--- src/audio_port_pkg.sv ---
// constants shared by the first audio port companding and loopback block
// assumes a 16-bit register port and 16-bit linear samples on the user side
package audio_port_pkg;
  // register addresses, as presented on reg_addr
  localparam logic [15:0] FMT_REG_ADDR  = 16'h0300;
  localparam logic [15:0] CTRL_REG_ADDR = 16'h0301;
  localparam logic [15:0] STAT_REG_ADDR = 16'h0302;
  localparam logic [15:0] PULL_REG_ADDR = 16'h0720;
  // format register fields
  localparam int FMT_LSB        = 3;
  localparam int DSP_MODE_B_BIT = 7;
  localparam logic [1:0] FMT_RESET = 2'h2;
  // control register fields
  localparam int RX_EN_BIT   = 4;
  localparam int RX_TYPE_BIT = 3;
  localparam int TX_EN_BIT   = 2;
  localparam int TX_TYPE_BIT = 1;
  localparam int LOOP_BIT    = 0;
  // pull register: pairs of up/down for rx data, frame clock, bit clock
  localparam int PULL_BITS = 6;
  localparam logic [5:0] PULL_RESET = 6'h00;
  typedef enum logic [1:0] {
    FMT_RIGHT = 2'h0,
    FMT_LEFT  = 2'h1,
    FMT_I2S   = 2'h2,
    FMT_DSP   = 2'h3
  } port_format_t;
  // word sizes in bit clocks
  localparam logic [4:0] WORD_BITS = 5'h10;
  localparam logic [4:0] BYTE_BITS = 5'h08;
  // segmented law constants
  localparam logic [13:0] MU_CLIP     = 14'h1FDF;
  localparam logic [13:0] MU_BIAS     = 14'h0021;
  localparam logic [15:0] MU_DEC_BIAS = 16'h0084;
  localparam logic [13:0] MU_SEG_END  = 14'h003F;
  localparam logic [11:0] A_SEG_END   = 12'h01F;
  localparam logic [7:0]  A_INV_MASK  = 8'h55;
  localparam logic [15:0] A_DEC_HALF  = 16'h0008;
  localparam logic [15:0] A_DEC_BIAS  = 16'h0108;
endpackage

--- src/audio_port_companding_loopback.sv ---
// first audio port data path: companding, 8-bit words, loopback, pin pulls
// assumes slave clocks from the far end, sampled by clk_sys (far faster)
`timescale 1ns/10ps
`default_nettype none
module audio_port_companding_loopback (
  // clock, reset, enable
  input  wire logic        clk_sys,
  input  wire logic        rst,
  input  wire logic        clk_en,
  // register port
  input  wire logic [15:0] reg_addr,
  input  wire logic [15:0] reg_wdata,
  input  wire logic        reg_wr,
  input  wire logic        reg_rd,
  output logic      [15:0] reg_rdata,
  // serial pins
  input  wire logic        bit_clock_pin,
  input  wire logic        frame_clock_pin,
  input  wire logic        rx_serial_data_pin,
  output logic             tx_serial_data_pin,
  // pin resistor controls
  output logic             rx_data_pullup,
  output logic             rx_data_pulldown,
  output logic             frame_clock_pullup,
  output logic             frame_clock_pulldown,
  output logic             bit_clock_pullup,
  output logic             bit_clock_pulldown,
  // user sample side
  input  wire logic [15:0] tx_sample,
  output logic             tx_sample_taken,
  output logic      [15:0] rx_sample,
  output logic             rx_sample_valid
);
  import audio_port_pkg::*;

  typedef struct packed {
    logic [2:0]  bclk_sync;
    logic [2:0]  frame_sync;
    logic [1:0]  rxd_sync;
    logic [1:0]  fmt;
    logic        dsp_b;
    logic        rx_en;
    logic        rx_type;
    logic        tx_en;
    logic        tx_type;
    logic        loop;
    logic [5:0]  pull;
    logic [7:0]  cnt;
    logic [7:0]  half_len;
    logic [4:0]  left;
    logic        chain;
    logic [15:0] tx_sh;
    logic [15:0] rx_sh;
    logic        txd;
    logic [15:0] rx_word;
    logic        rx_valid;
    logic        tx_taken;
    logic [15:0] rdata;
  } state_t;

  state_t q;
  state_t n;

  function automatic logic [7:0] mu_compress(input logic [15:0] s);
    logic        neg;
    logic [13:0] x;
    logic [13:0] mag;
    logic [2:0]  seg;
    x = s[15:2];
    neg = x[13];
    mag = neg ? 14'(-x) : x;
    if (mag > MU_CLIP) begin
      mag = MU_CLIP;
    end
    mag = 14'(mag + MU_BIAS);
    // the clipped top value would spill past the last segment
    if (mag[13]) begin
      mag = 14'h1FFF;
    end
    seg = 3'h0;
    for (int i = 1; i < 8; i++) begin
      if ((mag >> (i - 1)) > MU_SEG_END) begin
        seg = 3'(i);
      end
    end
    return ~{neg, seg, 4'(mag >> (4'(seg) + 4'h1))};
  endfunction

  function automatic logic [7:0] a_compress(input logic [15:0] s);
    logic        neg;
    logic [12:0] x;
    logic [11:0] mag;
    logic [2:0]  seg;
    logic [3:0]  mant;
    x = s[15:3];
    neg = x[12];
    mag = neg ? 12'(~x) : x[11:0];
    seg = 3'h0;
    for (int i = 1; i < 8; i++) begin
      if ((mag >> (i - 1)) > A_SEG_END) begin
        seg = 3'(i);
      end
    end
    mant = (seg == 3'h0) ? mag[4:1] : 4'(mag >> seg);
    return {~neg, seg, mant} ^ A_INV_MASK;
  endfunction

  function automatic logic [15:0] mu_expand(input logic [7:0] c);
    logic [7:0]  u;
    logic [15:0] t;
    u = ~c;
    t = 16'({u[3:0], 3'h0}) + MU_DEC_BIAS;
    t = 16'(t << u[6:4]);
    return u[7] ? 16'(MU_DEC_BIAS - t) : 16'(t - MU_DEC_BIAS);
  endfunction

  function automatic logic [15:0] a_expand(input logic [7:0] c);
    logic [7:0]  a;
    logic [15:0] t;
    a = c ^ A_INV_MASK;
    t = 16'({a[3:0], 4'h0});
    if (a[6:4] == 3'h0) begin
      t = 16'(t + A_DEC_HALF);
    end else begin
      t = 16'((t + A_DEC_BIAS) << (a[6:4] - 3'h1));
    end
    return a[7] ? t : 16'(-t);
  endfunction

  logic        eight_bit;
  logic        dsp;
  logic [4:0]  wbits;
  logic        bclk_rise;
  logic        bclk_fall;
  logic        frame_evt;
  logic [7:0]  rj_len;
  logic [7:0]  start_pos;
  logic        rx_bit;
  logic [15:0] tx_word;
  logic [15:0] rx_full;
  logic        load;

  // the type bits alone also pick 8-bit words
  assign eight_bit = q.rx_en | q.tx_en | q.rx_type | q.tx_type;
  assign wbits = eight_bit ? BYTE_BITS : WORD_BITS;
  assign dsp = (q.fmt == FMT_DSP);
  assign bclk_rise = q.bclk_sync[1] & ~q.bclk_sync[2];
  assign bclk_fall = ~q.bclk_sync[1] & q.bclk_sync[2];
  // DSP frames start on the frame clock rise only, others on each edge
  assign frame_evt = dsp ? (q.frame_sync[1] & ~q.frame_sync[2])
                         : (q.frame_sync[1] ^ q.frame_sync[2]);
  assign rj_len = frame_evt ? q.cnt : q.half_len;
  // loopback ignores the external data pin entirely
  assign rx_bit = q.loop ? q.txd : q.rxd_sync[1];
  assign rx_full = {q.rx_sh[14:0], rx_bit};

  always_comb begin
    case (port_format_t'(q.fmt))
      FMT_LEFT:  start_pos = 8'h00;
      FMT_I2S:   start_pos = 8'h01;
      FMT_DSP:   start_pos = q.dsp_b ? 8'h00 : 8'h01;
      FMT_RIGHT: start_pos = (rj_len >= 8'(wbits)) ? 8'(rj_len - 8'(wbits)) : 8'h00;
      default:   start_pos = 8'h00;
    endcase
  end

  always_comb begin
    // companded or 8-bit words go out left aligned in the top byte
    if (q.tx_en) begin
      tx_word = {q.tx_type ? a_compress(tx_sample) : mu_compress(tx_sample),
                 8'h00};
    end else if (eight_bit) begin
      tx_word = {tx_sample[15:8], 8'h00};
    end else begin
      tx_word = tx_sample;
    end
  end

  always_comb begin
    n = q;
    n.bclk_sync = {q.bclk_sync[1:0], bit_clock_pin};
    n.frame_sync = {q.frame_sync[1:0], frame_clock_pin};
    n.rxd_sync = {q.rxd_sync[0], rx_serial_data_pin};
    n.rx_valid = 1'b0;
    n.tx_taken = 1'b0;
    n.rdata = 16'h0000;
    load = 1'b0;
    if (reg_wr) begin
      case (reg_addr)
        FMT_REG_ADDR: begin
          n.fmt = reg_wdata[FMT_LSB +: 2];
          n.dsp_b = reg_wdata[DSP_MODE_B_BIT];
        end
        CTRL_REG_ADDR: begin
          n.rx_en = reg_wdata[RX_EN_BIT];
          n.rx_type = reg_wdata[RX_TYPE_BIT];
          n.tx_en = reg_wdata[TX_EN_BIT];
          n.tx_type = reg_wdata[TX_TYPE_BIT];
          n.loop = reg_wdata[LOOP_BIT];
        end
        PULL_REG_ADDR: n.pull = reg_wdata[PULL_BITS-1:0];
        default: n.pull = q.pull;
      endcase
    end
    if (reg_rd) begin
      case (reg_addr)
        FMT_REG_ADDR: begin
          n.rdata[FMT_LSB +: 2] = q.fmt;
          n.rdata[DSP_MODE_B_BIT] = q.dsp_b;
        end
        CTRL_REG_ADDR: begin
          n.rdata[RX_EN_BIT] = q.rx_en;
          n.rdata[RX_TYPE_BIT] = q.rx_type;
          n.rdata[TX_EN_BIT] = q.tx_en;
          n.rdata[TX_TYPE_BIT] = q.tx_type;
          n.rdata[LOOP_BIT] = q.loop;
        end
        STAT_REG_ADDR: n.rdata = {14'h0000, q.left != 5'h00, eight_bit};
        PULL_REG_ADDR: n.rdata = {10'h000, q.pull};
        default: n.rdata = 16'h0000;
      endcase
    end
    if (frame_evt) begin
      // a new frame restarts the slot position and any word in flight
      n.cnt = 8'h00;
      n.half_len = q.cnt;
      n.chain = 1'b0;
      n.left = 5'h00;
      load = (start_pos == 8'h00);
    end else if (bclk_rise) begin
      if (q.cnt != 8'hFF) begin
        n.cnt = 8'(q.cnt + 8'h01);
      end
      if (q.left != 5'h00) begin
        n.rx_sh = rx_full;
        n.left = 5'(q.left - 5'h01);
        if (q.left == 5'h01) begin
          n.rx_valid = 1'b1;
          n.chain = dsp;
          if (q.rx_en) begin
            n.rx_word = q.rx_type ? a_expand(rx_full[7:0])
                                  : mu_expand(rx_full[7:0]);
          end else if (eight_bit) begin
            n.rx_word = {rx_full[7:0], 8'h00};
          end else begin
            n.rx_word = rx_full;
          end
        end
      end
    end else if (bclk_fall) begin
      if (q.left != 5'h00) begin
        n.txd = q.tx_sh[15];
        n.tx_sh = {q.tx_sh[14:0], 1'b0};
      end else if (q.chain || (q.cnt == start_pos && start_pos != 8'h00)) begin
        load = 1'b1;
      end else begin
        // unused slot time is driven low
        n.txd = 1'b0;
      end
    end
    if (load) begin
      n.txd = tx_word[15];
      n.tx_sh = {tx_word[14:0], 1'b0};
      n.left = wbits;
      n.tx_taken = 1'b1;
    end
  end

  always_ff @(posedge clk_sys) begin
    if (rst) begin
      q <= '0;
      q.fmt <= FMT_RESET;
      q.pull <= PULL_RESET;
    end else if (clk_en) begin
      q <= n;
    end
  end

  assign reg_rdata = q.rdata;
  assign tx_serial_data_pin = q.txd;
  assign tx_sample_taken = q.tx_taken;
  assign rx_sample = q.rx_word;
  assign rx_sample_valid = q.rx_valid;
  // a pin with both resistors requested gets neither
  assign rx_data_pullup = q.pull[5] & ~q.pull[4];
  assign rx_data_pulldown = q.pull[4] & ~q.pull[5];
  assign frame_clock_pullup = q.pull[3] & ~q.pull[2];
  assign frame_clock_pulldown = q.pull[2] & ~q.pull[3];
  assign bit_clock_pullup = q.pull[1] & ~q.pull[0];
  assign bit_clock_pulldown = q.pull[0] & ~q.pull[1];
endmodule // audio_port_companding_loopback
`default_nettype wire

--- config.mk ---
export PLATFORM = sky130hd
export DESIGN_NAME = audio_port_companding_loopback
export DESIGN_NICKNAME = d
export VERILOG_FILES = /design/src/audio_port_pkg.sv /design/src/audio_port_companding_loopback.sv
export SDC_FILE = /design/constraint.sdc
export NUM_CORES = 1
export LEC_CHECK = 0
export BUFFER_PORTS_ARGS = -buffer_cell sky130_fd_sc_hd__buf_2
export CAP_MARGIN = 10
export CORE_UTILIZATION = 25
export CTS_CLUSTER_SIZE = 12
export DETAILED_ROUTE_END_ITERATION = 16
export PLACE_DENSITY = 0.53
export SYNTH_ARGS = -nofsm -noshare
export SYNTH_HDL_FRONTEND = slang
export SYNTH_SLANG_ARGS = --single-unit
--- constraint.sdc ---
create_clock -name clk_sys -period 16.1 [get_ports clk_sys]
set_input_delay 2.415 -clock clk_sys [delete_from_list [all_inputs] [get_ports clk_sys]]
set_output_delay 2.415 -clock clk_sys [all_outputs]
set_load 0.01 [all_outputs]
=== Word level (Yosys, flattened, before mapping) ===
Cells that the tools add are included.

* Register bits after elaboration: 111
* Input bits: 56
* Output and inout bits: 41
* Logic and storage cells: 201

* $add $sub $neg: 13
* Magnitude comparators: 16
* Eq/ne operators: 13
* Shift-type cells: 4
* Muxes and demuxes: 78
* Bitwise logic cells: 29
* Reductions and logical operators: 26

{| class="wikitable"
|+ Operator list
! operator !! number
|-
| 16-bit 2-to-1 mux || 18
|-
| 8-bit 2-to-1 mux || 8
|-
| 14-bit 2-to-1 mux || 4
|-
| 17-bit 2-to-1 mux || 3
|-
| 50-bit 2-to-1 mux || 1
|-
| 16-bit by 10-bit == test with 1-bit output, second input constant || 3
|-
| 3-bit 2-to-1 mux || 12
|-
| 8-bit case mux with 4 select lines || 1
|-
| 1-bit 2-to-1 mux || 19
|-
| 6-bit 2-to-1 mux || 3
|-
| 16-bit by 11-bit == test with 1-bit output, second input constant || 1
|-
| 16-bit negator || 1
|-
| 8-bit NOT || 2
|-
| 10-bit by 3-bit << shifter with 16-bit output || 1
|-
| 9-bit by 3-bit << shifter with 16-bit output || 1
|-
| 16-bit by 8-bit subtractor with 16-bit output, second input constant || 1
|-
| 8-bit by 16-bit subtractor with 16-bit output, first input constant || 1
|-
| 3-bit AND reduction || 5
|-
| 5-bit AND reduction || 3
|-
| 14-bit by 6-bit adder with 14-bit output, second input constant || 1
|-
| 14-bit by 13-bit greater-than comparator with 1-bit output, second input constant || 1
|-
| 14-bit by 6-bit greater-than comparator with 1-bit output, second input constant || 1
|-
| 14-bit negator || 1
|-
| 14-bit by 4-bit right shift with 4-bit output || 1
|-
| 53 further kinds || 86
|}

=== Depth between registers and ports, before layout ===
* Depth in word-level cells: 23
* Mapped depth: 24
* Depth with buffers taken out: 21

=== Worst setup path before layout ===
Ideal clock, no wire load.

* Path kind: input to register
* From: in tx_sample[2]
* To: reg q[62] (netlist bit)
* Setup time: 0.122 ns
* Arrival: 6.986 ns
* Required time: 15.978 ns
* Setup slack: 8.993 ns
* Stages on the path: 23
* Path buffers: 4
* Path through: clkbuf_1 > inv_1 > ha_1 > buf_2 > or4b_1 > o31ai_4 > xnor2_2 > o221ai_2 > nor2_1 > nor2_1 > o211ai_1 > ha_1 > clkbuf_1 > nand2_1 > o211a_1 > nor3_1 > mux2_4 > a211oi_2 > buf_6 > mux2i_1 > nor3_1 > a211oi_1 > o21ai_1

* Word-level cells in the longest chain between the ends: 23
* Elaborated cells between the ends (all ways): 29
* Classes of those cells: 3 x add/sub; 8 x order compare; 1 x shift; 16 x mux; 1 x bitwise

{| class="wikitable"
|+ Ends and longest elaborated chain
! what !! RTL line !! text
|-
| start, declared || audio_port_companding_loopback.sv:29 || <nowiki>input wire logic [15:0] tx_sample,</nowiki>
|-
| 14-bit negator || audio_port_companding_loopback.sv:71 || <nowiki>mag = neg ? 14'(-x) : x;</nowiki>
|-
| 14-bit 2-to-1 mux * || audio_port_companding_loopback.sv:71 ||
|-
| 14-bit by 13-bit greater-than comparator with 1-bit output || audio_port_companding_loopback.sv:72 || <nowiki>if (mag > MU_CLIP) begin</nowiki>
|-
| 14-bit 2-to-1 mux * || audio_port_companding_loopback.sv:72 ||
|-
| 14-bit 2-to-1 mux * || audio_port_companding_loopback.sv:169 || <nowiki>if (q.tx_en) begin</nowiki>
|-
| 14-bit by 6-bit adder with 14-bit output * || audio_port_companding_loopback.sv:75 || <nowiki>mag = 14'(mag + MU_BIAS);</nowiki>
|-
| 13-bit 2-to-1 mux * || audio_port_companding_loopback.sv:77 || <nowiki>if (mag[13]) begin</nowiki>
|-
| 14-bit 2-to-1 mux * || audio_port_companding_loopback.sv:169 ||
|-
| [... 2 more ...] || - ||
|-
| 3-bit 2-to-1 mux (6 in series) || audio_port_companding_loopback.sv:82 || <nowiki>if ((mag >> (i - 1)) > MU_SEG_END) begin</nowiki>
|-
| 3-bit 2-to-1 mux || audio_port_companding_loopback.sv:169 ||
|-
| 3-bit by 1-bit adder with 4-bit output || audio_port_companding_loopback.sv:86 || <nowiki>return ~{neg, seg, 4'(mag >> (4'(seg) + 4'h1))};</nowiki>
|-
| 14-bit by 4-bit right shift with 4-bit output * || audio_port_companding_loopback.sv:86 ||
|-
| 8-bit NOT * || audio_port_companding_loopback.sv:86 ||
|-
| 8-bit 2-to-1 mux * || audio_port_companding_loopback.sv:170 || <nowiki>tx_word = {q.tx_type ? a_compress(tx_sample) : mu_compress(tx_sample),</nowiki>
|-
| 16-bit 2-to-1 mux * || audio_port_companding_loopback.sv:169 ||
|-
| 16-bit 2-to-1 mux * || audio_port_companding_loopback.sv:261 || <nowiki>if (load) begin</nowiki>
|-
| end signal, assigned || audio_port_companding_loopback.sv:275 || <nowiki>q <= n;</nowiki>
|-
| end, declared || audio_port_companding_loopback.sv:61 || <nowiki>state_t q;</nowiki>
|}

Mark *: on every way between the ends. The rest lies on a longest branch, timed or not. The select of a mux whose other input is x is not followed.
A chain may end at the register's enable or synchronous reset.

=== Worst setup path after layout ===
* From: in tx_sample[15]
* To: reg q[60] (netlist bit)

* Word-level cells in the longest chain between the ends: 23
* Elaborated cells between the ends (all ways): 49
* Classes of those cells: 3 x add/sub; 15 x order compare; 2 x shift; 26 x mux; 2 x bitwise; 1 x reduce/logical

{| class="wikitable"
|+ Ends and longest elaborated chain
! what !! RTL line
|-
| 14-bit negator || audio_port_companding_loopback.sv:71
|-
| 14-bit 2-to-1 mux || audio_port_companding_loopback.sv:71
|-
| 14-bit by 13-bit greater-than comparator with 1-bit output || audio_port_companding_loopback.sv:72
|-
| 14-bit 2-to-1 mux || audio_port_companding_loopback.sv:72
|-
| 14-bit 2-to-1 mux || audio_port_companding_loopback.sv:169
|-
| 14-bit by 6-bit adder with 14-bit output || audio_port_companding_loopback.sv:75
|-
| 13-bit 2-to-1 mux || audio_port_companding_loopback.sv:77
|-
| 14-bit 2-to-1 mux || audio_port_companding_loopback.sv:169
|-
| [... 2 more ...] || -
|-
| 3-bit 2-to-1 mux (6 in series) || audio_port_companding_loopback.sv:82
|-
| 3-bit 2-to-1 mux || audio_port_companding_loopback.sv:169
|-
| 3-bit by 1-bit adder with 4-bit output || audio_port_companding_loopback.sv:86
|-
| 14-bit by 4-bit right shift with 4-bit output || audio_port_companding_loopback.sv:86
|-
| 8-bit NOT || audio_port_companding_loopback.sv:86
|-
| 8-bit 2-to-1 mux * || audio_port_companding_loopback.sv:170
|-
| 16-bit 2-to-1 mux * || audio_port_companding_loopback.sv:169
|-
| 16-bit 2-to-1 mux * || audio_port_companding_loopback.sv:261
|}

Marked as above.

==> flow_summary_export.csv <==
group,metric,value,unit
timing,fin_crit,7.750,ns
worst_setup_path,critPathKind,"in2reg",
global_routing,grt-ovfl-total,0,
timing,max_freq,129.0,MHz
yosys,synth_xor_area_frac,0.04971,
yosys,async_reset_ff_frac,0,
routing,wire_per_inst,15.82,µm
cts,cts_made_buffers,9,
placed_design,io_buffers,78,
routing,drt-vias-per-instance,5.258,
routing,drtAntennaViolNets,0,
yosys,syn_avg_cell_area,7.260,µm²
hold_path,worstHoldPathType,"reg2reg",
cells_and_area,layout_common_cells,"nor2_1 (143), nand2_1 (125), dfxtp_1 (100)",
worst_setup_path,max_stage_delay,0.72,ns
timing,rsz0062_at_grt,"no",
worst_setup_path,required,16.33,ns
yosys,yosys_register_bits,100,
cells_and_area,multi_input_area,6087,µm²
cells_and_area,syn_to_final_growth,8.446,%
cts,h-tree-depth,3,
yosys,synth_edf_count,0,
global_routing,grt_pass1_wl,42160,µm
global_routing,grt_use_total,0.1436,
worst_setup_path,reg2reg_to,"q[62]",
routing,via_count,8675,
cts,cts_root_buf,"clkbuf_16",
timing,min_period_over_period,0.4814,
worst_setup_path,crit_buf_inv,2,
cts,clkTransAtPathRegs,0.08,ns
floorplanning,die_width,189.5,µm
yosys,synth_area,8785,µm²
cells_and_area,fillers,3860,
worst_setup_path,path_cells,"buf_2 -> inv_1 -> nor4_2 -> o221ai_2 -> nor2_1 -> nor2_1 -> o211ai_1 -> ha_1 -> nand2_1 -> o211a_1 -> nor3_1 -> mux2_4 -> a211oi_2 -> mux2i_1 -> o2111ai_1 -> a31oi_1 -> nor4_1",
yosys,synthMuxAreaShare,0.07235,
cells_and_area,fin_nets,1263,
worst_setup_path,cp.arrival,7.98,ns
yosys,syn_inst,1210,
routing,drtIter0Drc,746,
cells_and_area,utilization,0.2758,
placed_design,gp_congestion,0.8919,
floorplanning,row_count,68,
yosys,synthDistinctLibCells,95,
timing,final-setup-viol-count,0,
worst_setup_path,end_kind,"flop",
timing,hold_slack,0.4481,ns
cells_and_area,diodes,0,
cts,cts_tree,"built",
floorplanning,die_area,35890,µm²
worst_setup_path,reg2reg_setup_slack,10.38,ns
worst_setup_path,cp_top_family,"compound AO/OA/AOI/OAI gates",
run,cap_violations,0,
worst_setup_path,ff2ff_path_depth,16,
yosys,yosysWarnings,0,
timing,timing.slew.headroom,0.2927,
cells_and_area,fin_area,9527,µm²
floorplanning,dieHeight,189.5,µm
global_routing,grt_max_degree,52,
floorplanning,io_pins,97,
routing,wl,26100,µm
cells_and_area,seq_area,2002,µm²
timing,worstMarginPinSlew,1.059,ns
global_routing,first_global_vias,7818,
pwr,power.leakage,3.397,nW
hold_path,whs_path_depth,2,
hold_path,hold_path_end,"rx_sample[0]",
placed_design,dp_hpwl,18890,µm
cts,clk_latency,0.36,ns
yosys,yosysSeqAreaShare,0.2279,
placed_design,place_ws,8.041,ns
hold_path,hp-start,"rx_sample[0]",
pwr,power_density,59.64,nW/µm²
yosys,synth_compound_area_frac,0.2823,
timing,setup_ws,8.350,ns
cells_and_area,drive_gt1_frac,0.1238,
worst_setup_path,startpoint_type,"input pin",
floorplanning,coreArea,34540,µm²
cts,cts.sink_count,100,
worst_setup_path,cpMaxStageDelayCell,"a211oi_2",
routing,drt_pass1_iterations,6,
yosys,synth_ff_type,"dfxtp_1",
timing,hold_viol,0,
pwr,vdd_drop_max,0.04683,mV
status,outcome,"finished, final reports clean",
routing,drc,0,
worst_setup_path,r2r-start,"n[107]",
worst_setup_path,cp_common_cell,"nor2_1",
yosys,yosys.area_share.simple,0.2589,
cts,cts_buffer_depth,2,
pwr,p_total,0.5682,mW
timing,clock_skew,0.02038,ns
timing,drv_slew,0,
global_routing,antenna_found_initial,0,
cells_and_area,finalNonFillerCells,1650,
cts,post_cts.repair.setup_buffers,0,
placed_design,placed_area,9231,µm²
placed_design,dpl.cell_count,1634,
cts,cts-hold-fix-buffers,0,
yosys,synth_top_family_by_area,"compound AO/OA/AOI/OAI gates",
yosys,synth-adder-area-share,0.02507,
worst_setup_path,crit_path_max_fanout,49,
cts,cts_resized,0,
cells_and_area,final_common_cell,"nor2_1",
floorplanning,initial_core_util,0.2543,
timing,finalSetupTns,0,ns
tightest hold or removal path, stage by stage, from the launching register on:
cell     delay [ns]
dfxtp_1        0.31
nand2_1        0.05
a21oi_1        0.05
per-layer routing:
metal,vias to the layer above,GRT usage,wire (µm)
li1,4340,-,-
met1,4034,0.2011,12560
met2,278,0.2289,11820
met3,23,0.02224,1431
met4,0,0.03288,288
met5,-,0,0
Yosys cell counts, types with 5 or more instances:
cell,n,area (µm²)
a211o_1,5,43.79
and3_1,6,37.54
buf_4,32,240.2
o22ai_1,8,50.05
nor2_1,143,536.8
a21oi_1,90,450.4
xnor2_1,30,262.8
nand3_1,42,210.2
ha_1,16,200.2
dfxtp_1,100,2002
buf_1,8,30.03
inv_1,30,112.6
mux2i_1,44,440.4
mux2_2,8,90.09
or3_1,9,56.30
o221ai_1,6,52.55
a311oi_1,7,61.31
clkbuf_1,77,289.0
a22oi_1,14,105.1
a211oi_1,29,217.7
nand2b_1,16,100.1
a31oi_1,10,62.56
a21o_1,9,67.56
nor3b_1,7,52.55
nand2_1,125,469.2
a32oi_1,5,43.79
xor2_1,18,157.7
o31ai_1,13,97.59
and2_1,11,68.82
nand4_1,8,50.05
a221oi_1,12,105.1
o211ai_1,17,127.6
o21ai_0,71,355.3
nand3b_1,6,45.04
or2_2,8,50.05
nor2b_1,17,106.4
buf_2,6,30.03
nor4_1,6,37.54
nor3_1,33,165.2
power by group:
group	total [mW]	leakage, nW	switching (mW)	internal, mW
sequential	0.249	0.806	0.00113	0.248
clock	0.219	0.147	0.106	0.112
combinational	0.100	2.44	0.0648	0.0352
total	0.568	3.40	0.172	0.396
area by class of cell:
type | count | area share
inverter | 32 | 0.01261
clock inverter | 6 | 0.005910
clock buffer | 10 | 0.02509
timing repair buffer | 86 | 0.04754
tap | 455 | 0.05976
multi-input combinational | 961 | 0.6390
sequential | 100 | 0.2101
sequential cells by signal, summed over array words and instances, names as in the netlist:
name,count
n,5
q,69
rx_sample_valid,1
rx_sample,16
tx_sample_taken,1
reg_rdata,7
tx_serial_data_pin,1
worst max path at each step:
| stage | from | endpoint | slack (ns) | depth (start not counted) |
|---|---|---|---|---|
| 2_1_floorplan | tx_sample[2] | q[62] | 8.99 | 23 |
| 3_3_place_gp | tx_sample[15] | q[60] | 8.10 | 17 |
| 3_5_place_dp | tx_sample[15] | q[62] | 8.04 | 17 |
| 4_1_cts | tx_sample[15] | q[62] | 8.45 | 17 |
| 5_1_grt | tx_sample[15] | q[62] | 7.78 | 17 |
| 6_report | tx_sample[15] | q[60] | 8.35 | 17 |
logic make-up after synthesis:
group / Yosys count
AND/OR/NAND/NOR: 465
AO/OA/AOI/OAI: 364
buffers and inverters: 157
flip-flops: 100
multiplexers: 57
XOR/XNOR: 49
adder cells (fa/ha/maj): 17
other: 1
(Power assumes the default switching activity.)
